### src/hdl/csf_pkg.sv
// csf_pkg: constants, field positions and operation codes of the core status flag register.
// assumes one clock domain; the execute stage and the reset sequencer run on that clock.
package csf_pkg;

	// ----------------------------------------------------------------
	// register map
	// ----------------------------------------------------------------
	localparam int          ADDR_W          = 5;
	localparam int          DATA_W          = 8;
	localparam logic [4:0]  STATUS_OFFSET   = 5'h03;
	localparam logic [7:0]  READ_UNMAPPED   = 8'h00;

	// ----------------------------------------------------------------
	// field positions
	// ----------------------------------------------------------------
	localparam int          BIT_PIN_WAKE    = 7;
	localparam int          BIT_COMP_WAKE   = 6;
	localparam int          BIT_PAGE        = 5;
	localparam int          BIT_TIMEOUT     = 4;
	localparam int          BIT_POWERDOWN   = 3;
	localparam int          BIT_ZERO        = 2;
	localparam int          BIT_NIBBLE      = 1;
	localparam int          BIT_CARRY       = 0;

	// ----------------------------------------------------------------
	// reset values
	// ----------------------------------------------------------------
	localparam logic [2:0]  RST_UPPER       = 3'h0;
	localparam logic        RST_TIMEOUT     = 1'b1;
	localparam logic        RST_POWERDOWN   = 1'b1;
	localparam logic [2:0]  RST_ALU_FLAGS   = 3'h0;
	localparam logic [7:0]  RST_RESULT      = 8'h00;

	// ----------------------------------------------------------------
	// program memory paging
	// ----------------------------------------------------------------
	localparam int          PC_W            = 10;
	localparam int          PAGE_WORDS      = 512;
	localparam logic [9:0]  PAGE0_BASE      = 10'h000;
	localparam logic [9:0]  PAGE1_BASE      = 10'h200;

	// ----------------------------------------------------------------
	// operations issued by the execute stage
	// ----------------------------------------------------------------
	typedef enum logic [3:0] {
		OP_NONE     = 4'h0,
		OP_ADD      = 4'h1,
		OP_SUB      = 4'h2,
		OP_AND      = 4'h3,
		OP_OR       = 4'h4,
		OP_XOR      = 4'h5,
		OP_ROT_R    = 4'h6,
		OP_ROT_L    = 4'h7,
		OP_CLR_FILE = 4'h8,
		OP_BIT_CLR  = 4'h9,
		OP_BIT_SET  = 4'hA,
		OP_MOV_FILE = 4'hB,
		OP_WATCHDOG_CLR = 4'hC,
		OP_HALT     = 4'hD
	} csf_op_type;

	// cause reported by the reset sequencer with a device reset pulse
	typedef enum logic [1:0] {
		CAUSE_POWER_UP  = 2'h0,
		CAUSE_PIN_WAKE  = 2'h1,
		CAUSE_COMP_WAKE = 2'h2,
		CAUSE_OTHER     = 2'h3
	} csf_cause_type;

endpackage

### src/hdl/csf_status_reg.sv
// csf_status_reg: 8-bit processor status register with its alu flag logic.
// assumes the execute stage, reset sequencer and watchdog share the clock and
// deliver one-cycle pulses; software reaches the register over a plain port.
// the watchdog, sleep and wake sources and the pc paging logic live outside.
//
// The plain strobed port and the placing of the registers are this design's own decisions.
`timescale 1ns/10ps

module csf_status_reg
	import csf_pkg::*;
#(
	parameter int PAGE_SIZE = csf_pkg::PAGE_WORDS
) (
	input  wire logic                         clock,
	input  wire logic                         rst_n,
	// register port
	input  wire logic [csf_pkg::ADDR_W-1:0]   reg_addr,
	input  wire logic [csf_pkg::DATA_W-1:0]   reg_wdata,
	input  wire logic                         reg_write,
	input  wire logic                         reg_read,
	output logic      [csf_pkg::DATA_W-1:0]   reg_rdata,
	// execute stage
	input  wire logic                         exec_valid,
	input  wire csf_pkg::csf_op_type          exec_op,
	input  wire logic [csf_pkg::DATA_W-1:0]   exec_file,
	input  wire logic [csf_pkg::DATA_W-1:0]   exec_work,
	input  wire logic [2:0]                   exec_bit,
	input  wire logic                         exec_dest_status,
	output logic      [csf_pkg::DATA_W-1:0]   alu_result,
	output logic                              alu_result_valid,
	// reset sequencer and watchdog
	input  wire logic                         device_reset,
	input  wire csf_pkg::csf_cause_type       device_reset_cause,
	input  wire logic                         watchdog_expired,
	// status outputs
	output logic      [csf_pkg::DATA_W-1:0]   status_value,
	output logic                              page_preselect,
	output logic      [csf_pkg::PC_W-1:0]     page_base
);
	import csf_pkg::*;

	// ----------------------------------------------------------------
	// state
	// ----------------------------------------------------------------
	logic [2:0]        upper_q;
	logic [2:0]        upper_d;
	logic              timeout_q;
	logic              powerdown_q;
	logic [2:0]        flags_q;
	logic [2:0]        flags_d;
	logic [7:0]        rdata_q;
	logic [7:0]        result_q;
	logic              result_valid_q;
	logic              page_q;
	logic [9:0]        page_base_q;
	logic [7:0]        status_word;

	// ----------------------------------------------------------------
	// alu
	// ----------------------------------------------------------------
	logic [8:0]        sum9;
	logic [8:0]        diff9;
	logic [4:0]        nib_sum;
	logic [4:0]        nib_diff;
	logic [7:0]        result;
	logic              new_zero;
	logic              new_nibble;
	logic              new_carry;
	logic              aff_zero;
	logic              aff_nibble;
	logic              aff_carry;
	logic              aff_any;
	logic              writes_file;
	logic              exec_to_status;
	logic              bus_to_status;
	logic [7:0]        bit_mask;
	logic              addr_hit;
	logic              power_up_reset;
	logic              dog_clear_op;
	logic              halt_op;

	assign sum9     = {1'b0, exec_file} + {1'b0, exec_work};
	assign diff9    = {1'b0, exec_file} - {1'b0, exec_work};
	assign nib_sum  = {1'b0, exec_file[3:0]} + {1'b0, exec_work[3:0]};
	assign nib_diff = {1'b0, exec_file[3:0]} - {1'b0, exec_work[3:0]};
	assign bit_mask = 8'h01 << exec_bit;

	always_comb begin
		result      = exec_file;
		new_carry   = flags_q[BIT_CARRY];
		new_nibble  = flags_q[BIT_NIBBLE];
		aff_zero    = 1'b0;
		aff_nibble  = 1'b0;
		aff_carry   = 1'b0;
		writes_file = 1'b1;
		case (exec_op)
			OP_ADD: begin
				result     = sum9[7:0];
				new_carry  = sum9[8];
				new_nibble = nib_sum[4];
				aff_zero   = 1'b1;
				aff_nibble = 1'b1;
				aff_carry  = 1'b1;
			end
			OP_SUB: begin
				result     = diff9[7:0];
				new_carry  = ~diff9[8];
				new_nibble = ~nib_diff[4];
				aff_zero   = 1'b1;
				aff_nibble = 1'b1;
				aff_carry  = 1'b1;
			end
			OP_AND: begin
				result   = exec_file & exec_work;
				aff_zero = 1'b1;
			end
			OP_OR: begin
				result   = exec_file | exec_work;
				aff_zero = 1'b1;
			end
			OP_XOR: begin
				result   = exec_file ^ exec_work;
				aff_zero = 1'b1;
			end
			OP_ROT_R: begin
				result    = {flags_q[BIT_CARRY], exec_file[7:1]};
				new_carry = exec_file[0];
				aff_carry = 1'b1;
			end
			OP_ROT_L: begin
				result    = {exec_file[6:0], flags_q[BIT_CARRY]};
				new_carry = exec_file[7];
				aff_carry = 1'b1;
			end
			OP_CLR_FILE: begin
				result   = 8'h00;
				aff_zero = 1'b1;
			end
			// these three leave the alu flags alone unless their result goes to the status register
			OP_BIT_CLR: begin
				result = exec_file & ~bit_mask;
			end
			OP_BIT_SET: begin
				result = exec_file | bit_mask;
			end
			OP_MOV_FILE: begin
				result = exec_work;
			end
			default: begin
				writes_file = 1'b0;
			end
		endcase
	end

	assign new_zero       = (result == 8'h00);
	assign aff_any        = aff_zero | aff_nibble | aff_carry;
	assign exec_to_status = exec_valid & writes_file & exec_dest_status;
	// one address decode serves both strobes
	assign addr_hit       = (reg_addr == STATUS_OFFSET);
	assign bus_to_status  = reg_write & addr_hit;

	// ----------------------------------------------------------------
	// upper bits: wake causes and page select
	// ----------------------------------------------------------------
	// write priority, lowest first: bus write, instruction result, device
	// reset. software may set the wake bits as well; only a later device
	// reset puts them back to the true cause, so firmware should not rely
	// on writing them
	always_comb begin
		upper_d = upper_q;
		if (bus_to_status) begin
			upper_d = reg_wdata[BIT_PIN_WAKE:BIT_PAGE];
		end
		if (exec_to_status) begin
			upper_d = result[BIT_PIN_WAKE:BIT_PAGE];
		end
		// a device reset restarts the core, so it overrides any write
		if (device_reset) begin
			upper_d = RST_UPPER;
			if (device_reset_cause == CAUSE_PIN_WAKE) begin
				upper_d[BIT_PIN_WAKE - BIT_PAGE] = 1'b1;
			end
			if (device_reset_cause == CAUSE_COMP_WAKE) begin
				upper_d[BIT_COMP_WAKE - BIT_PAGE] = 1'b1;
			end
		end
	end

	always_ff @(posedge clock) begin
		if (!rst_n) begin
			upper_q <= RST_UPPER;
		end else begin
			upper_q <= upper_d;
		end
	end

	// ----------------------------------------------------------------
	// event decode
	// ----------------------------------------------------------------
	assign power_up_reset = device_reset & (device_reset_cause == CAUSE_POWER_UP);
	assign dog_clear_op   = exec_valid & (exec_op == OP_WATCHDOG_CLR);
	assign halt_op        = exec_valid & (exec_op == OP_HALT);

	// ----------------------------------------------------------------
	// timeout and powerdown: never written by the bus or an instruction result
	// ----------------------------------------------------------------
	// expiry is the hardware event, so it beats every set of the flag
	always_ff @(posedge clock) begin
		if (!rst_n) begin
			timeout_q <= RST_TIMEOUT;
		end else if (watchdog_expired) begin
			timeout_q <= 1'b0;
		end else if (power_up_reset) begin
			timeout_q <= RST_TIMEOUT;
		end else if (dog_clear_op || halt_op) begin
			timeout_q <= 1'b1;
		end
	end

	// only halt enters power-down; power-up and a watchdog clear leave it
	always_ff @(posedge clock) begin
		if (!rst_n) begin
			powerdown_q <= RST_POWERDOWN;
		end else if (power_up_reset) begin
			powerdown_q <= RST_POWERDOWN;
		end else if (dog_clear_op) begin
			powerdown_q <= 1'b1;
		end else if (halt_op) begin
			powerdown_q <= 1'b0;
		end
	end

	// ----------------------------------------------------------------
	// alu flags
	// ----------------------------------------------------------------
	always_comb begin
		flags_d = flags_q;
		if (bus_to_status) begin
			flags_d = reg_wdata[BIT_ZERO:BIT_CARRY];
		end
		if (exec_valid && writes_file) begin
			// a direct write lands only when the op leaves the flags alone
			if (exec_dest_status && !aff_any) begin
				flags_d = result[BIT_ZERO:BIT_CARRY];
			end
			if (aff_zero) begin
				flags_d[BIT_ZERO] = new_zero;
			end
			if (aff_nibble) begin
				flags_d[BIT_NIBBLE] = new_nibble;
			end
			if (aff_carry) begin
				flags_d[BIT_CARRY] = new_carry;
			end
		end
	end

	// left undefined by the device; zero is chosen so simulation stays clean
	always_ff @(posedge clock) begin
		if (!rst_n) begin
			flags_q <= RST_ALU_FLAGS;
		end else begin
			flags_q <= flags_d;
		end
	end

	// ----------------------------------------------------------------
	// alu result to the register file
	// ----------------------------------------------------------------
	always_ff @(posedge clock) begin
		if (!rst_n) begin
			result_q       <= RST_RESULT;
			result_valid_q <= 1'b0;
		end else begin
			result_valid_q <= exec_valid & writes_file & ~exec_dest_status;
			if (exec_valid && writes_file) begin
				result_q <= result;
			end
		end
	end

	// ----------------------------------------------------------------
	// page select
	// ----------------------------------------------------------------
	// the pc logic sees the page on the same edge as the write lands
	always_ff @(posedge clock) begin
		if (!rst_n) begin
			page_q      <= 1'b0;
			page_base_q <= PAGE0_BASE;
		end else begin
			page_q <= upper_d[0];
			if (upper_d[0]) begin
				page_base_q <= PAGE1_BASE;
			end else begin
				page_base_q <= PAGE0_BASE;
			end
		end
	end

	// ----------------------------------------------------------------
	// register read port
	// ----------------------------------------------------------------
	always_ff @(posedge clock) begin
		if (!rst_n) begin
			rdata_q <= READ_UNMAPPED;
		end else if (reg_read && addr_hit) begin
			rdata_q <= status_word;
		end else begin
			rdata_q <= READ_UNMAPPED;
		end
	end

	// ----------------------------------------------------------------
	// outputs
	// ----------------------------------------------------------------
	assign reg_rdata        = rdata_q;
	assign alu_result       = result_q;
	assign alu_result_valid = result_valid_q;
	assign status_word      = {upper_q, timeout_q, powerdown_q, flags_q};
	assign status_value     = status_word;
	assign page_preselect   = page_q;
	assign page_base        = page_base_q;

	// page size is fixed by the base constants; kept for the pc side
	localparam int UNUSED_PAGE_SIZE = PAGE_SIZE;

endmodule // csf_status_reg

### config.mk
export PLATFORM = sky130hd
export DESIGN_NAME = csf_status_reg
export DESIGN_NICKNAME = d
export VERILOG_FILES = /design/src/hdl/csf_pkg.sv /design/src/hdl/csf_status_reg.sv
export SDC_FILE = /design/constraint.sdc
export NUM_CORES = 1
export LEC_CHECK = 0
export BUFFER_PORTS_ARGS = -buffer_cell sky130_fd_sc_hd__buf_2
export CELL_PAD_IN_SITES_DETAIL_PLACEMENT = 2
export CELL_PAD_IN_SITES_GLOBAL_PLACEMENT = 2
export CORE_MARGIN = 2
export CORE_UTILIZATION = 31
export DETAILED_ROUTE_END_ITERATION = 10
export PLACE_DENSITY = 0.95
export SYNTH_ARGS = -nofsm -noshare
export SYNTH_HDL_FRONTEND = slang
export SYNTH_SLANG_ARGS = --single-unit
### constraint.sdc
create_clock -name clock -period 2.8 [get_ports clock]
set_input_delay 0.28 -clock clock [delete_from_list [all_inputs] [get_ports clock]]
set_output_delay 0.28 -clock clock [all_outputs]
set_load 0.05 [all_outputs]
==> reports/metrics.yaml <==
sta:
  finClkSkew_ns: 0.00929
  timing.final.hold_violations: 0
  final.setup.tns_ns: 0
  setup_viol: 0
  fmax_mhz: 369
  worst_pin_slew_ns: 0.863
  relSlewSlack_pct: 41.6
  fin_crit_ns: 2.71
  slew_viol_final: 0
  fin_crit_sh_pct: 96.9
  fin_hold_ws_ns: 0.194
  rsz0062_at_grt: "false"
logic_synthesis:
  yosys-top-cells-count: "a21oi_1, nand2_1, nor2_1"
  synth-edff-count: 0
  syn_inst: 425
  synth_top_cell_by_area: "dfxtp_1"
  yosysWarnings: 0
  syn_area_per_cell_um2: 7.64
  synth_top_area_share_pct: 15.4
  synthDistinctLibCells: 82
  synth-seq-cells: 25
  synth_seq_area_share_pct: 15.4
  yosys_most_used_dff: "dfxtp_1"
  synth.area.top_cells: "dfxtp_1, ha_1, a21oi_1"
  synth_area_um2: 3250
  yosysMostFrequentCell: "a21oi_1"
  async_flop_share_pct: 0
placed_design:
  gp_congestion: 0.930
  place_area_um2: 3720
  dp_hpwl_um: 11600
  numPortBuffers: 70
critical_path:
  critPathSlowestCell: "fa_1"
  path_depth: 11
  endpoint_kind: "register"
  crit_buf_inv: 2
  crit_path_start: "exec_file[0]"
  crit_type: "primary input to register"
  path_cells: "buf_2 > inv_1 > ha_1 > fa_1 > nand3b_1 > a21oi_1 > nor4_1 > a41o_1 > nor4_4 > o2111ai_1 > o41ai_2"
  worstPathRequired_ns: 2.96
  reg2reg_depth: 7
  r2r_end: "flags_q[2]$_SDFF_PN0_"
  crit_fanout: 5
  cp-endpoint: "flags_q[2]$_SDFF_PN0_"
  rrSetupSlack_ns: 0.69
  max_stage_delay_ns: 0.44
  r2r-start: "flags_q[0]$_SDFFE_PN0P_"
  startpoint_type: "primary input"
  worstPathArrival_ns: 2.88
  crit_family: "compound AO/OA/AOI/OAI gates"
status:
  status: "finished clean"
finish:
  nets: 553
  drive_gt1_share_pct: 24.0
  n_antenna_cell: 0
  final_cell_area_um2: 3770
  syn_to_final_growth_pct: 16.1
routing:
  first_pass_iters: 4
  drt_iter0_markers: 240
  routedWlPerCell_um: 23.5
  avgViaCountPerCell: 6.02
  drt-total-wl_um: 14600
  vias: 3753
  ant_nets: 0
  drc: 0
floorplanning:
  initial_utilization_pct: 31.7
  rows: 37
  die_area_um2: 11300
  die_h_um: 106
  ios: 82
  coreArea_um2: 10200
  die_w_um: 106
pwr:
  power_density_nw_per_um2: 336
  max-vdd-ir-drop_mv: 0.180
  finalPower_mw: 1.27
  power.leakage_nw: 1.65
global_route:
  grt_pass1_vias: 4074
  use_met2_pct: 44.5
  grt_max_degree: 38
  antenna_found_initial: 0
  use_met1_pct: 31.1
  grt_pass1_wl_um: 22700
  grt_use_total_pct: 25.6
  grt-busiest-layer: "met2"
  grt_overflow: 0
  gr-usage-met3_pct: 3.31
clocking:
  numClockSinks: 25
  cts_buffers: 3
  clk_latency_ns: 0.27
  ctsHtreeMaxLevel: 1
  clk_path_buf_depth: 2
  cts_resized: 0
  cts-root-buf: "clkbuf_8"
  cts_tree: "done"
  clk_pin_slew_worst_paths_ns: 0.10
  cts_setup_buffers: 0
  cts_hold_buf: 0
job:
  cap_viol_max_count: 0
hold_path:
  hold_path.class: "primary input to register"
-- state kept, by name, summed over array words and instances, names as in the netlist --
name and flops:
powerdown_q 1, timeout_q 1, alu_result 8, page_base 1
upper_q 2, reg_rdata 8, flags_q 3, alu_result_valid 1
-- metal layers --
metal  share of wire, %  vias up
met5                  0        -
met4                5.3        0
met3                6.2       54
met2                 49      151
met1                 39     1854
li1                   -     1694
-- worst reg2reg max path, delay by kind of cell (launching register included) --
| kind | cells | cell delay, ns |
|---|---|---|
| flops | 1 | 0.41 |
| compound gates | 6 | 1.46 |
| simple gates | 1 | 0.14 |
-- final cells by class --
type                       count  area, µm²
fill                        1196       6460
clock buffer                   3       41.3
clock inverter                 1       5.00
timing repair buffer          95        588
inverter                      24       90.1
sequential                    25        500
tap                          136        170
multi-input combinational    339       2380
-- worst min path at each step --
| stage | start | to | slack [ns] | cells past startpoint |
|---|---|---|---|---|
| finish | watchdog_expired | timeout_q$_SDFFE_PN1P_ | 0.19 | 2 |
| global placement | alu_result[4]$_SDFFE_PN0P_ | alu_result[4]$_SDFFE_PN0P_ | 0.45 | 2 |
| detailed placement | alu_result[1]$_SDFFE_PN0P_ | alu_result[1]$_SDFFE_PN0P_ | 0.47 | 2 |
| CTS | watchdog_expired | timeout_q$_SDFFE_PN1P_ | 0.20 | 2 |
| floorplan | exec_dest_status | alu_result_valid$_SDFF_PN0_ | 0.36 | 1 |
| global route | watchdog_expired | timeout_q$_SDFFE_PN1P_ | 0.20 | 2 |
-- power breakdown --
group          internal, mW  leakage [nW]  switching [mW]  total [mW]
logic                 0.218          1.42           0.439       0.658
registers             0.373         0.204          0.0127       0.385
clock network        0.0998        0.0255           0.123       0.222
-- cell families (layout without fill, tap and decap cells) --
kind of cell / Yosys count / in the layout / share of synthesized area [%]
AND/OR/NAND/NOR: 154 / 154 / 27.4
buffers and inverters: 69 / 123 / 12.6
AO/OA/AOI/OAI: 136 / 136 / 30.3
other: 1 / 9 / 0.115
multiplexers: 16 / 16 / 4.97
adder cells (fa/ha/maj): 19 / 19 / 7.78
XOR/XNOR: 5 / 5 / 1.35
flip-flops: 25 / 25 / 15.4
-- layout by cell type, fill, tap and decap left out, drive strengths merged, types with 12 or more instances in the layout --
cell type and instances:
ha 17, mux2i 15, and2 12, nand3b 12, o21ai 26, dfxtp 25, buf 95, nor3 12
nand2 30, inv 23, a21oi 32, nor2 30
-- metrics by stage --
step | utilization, % | setup slack, ns | cells
2_1_floorplan | - | 0.340 | 433
3_3_place_gp | 36.3 | -0.0347 | 619
3_5_place_dp | 36.3 | -0.226 | 619
4_1_cts | 36.8 | 0.0573 | 623
5_1_grt | 36.9 | 0.0106 | 623
6_report | 36.9 | 0.0868 | 623
(Power assumes the default switching activity.)
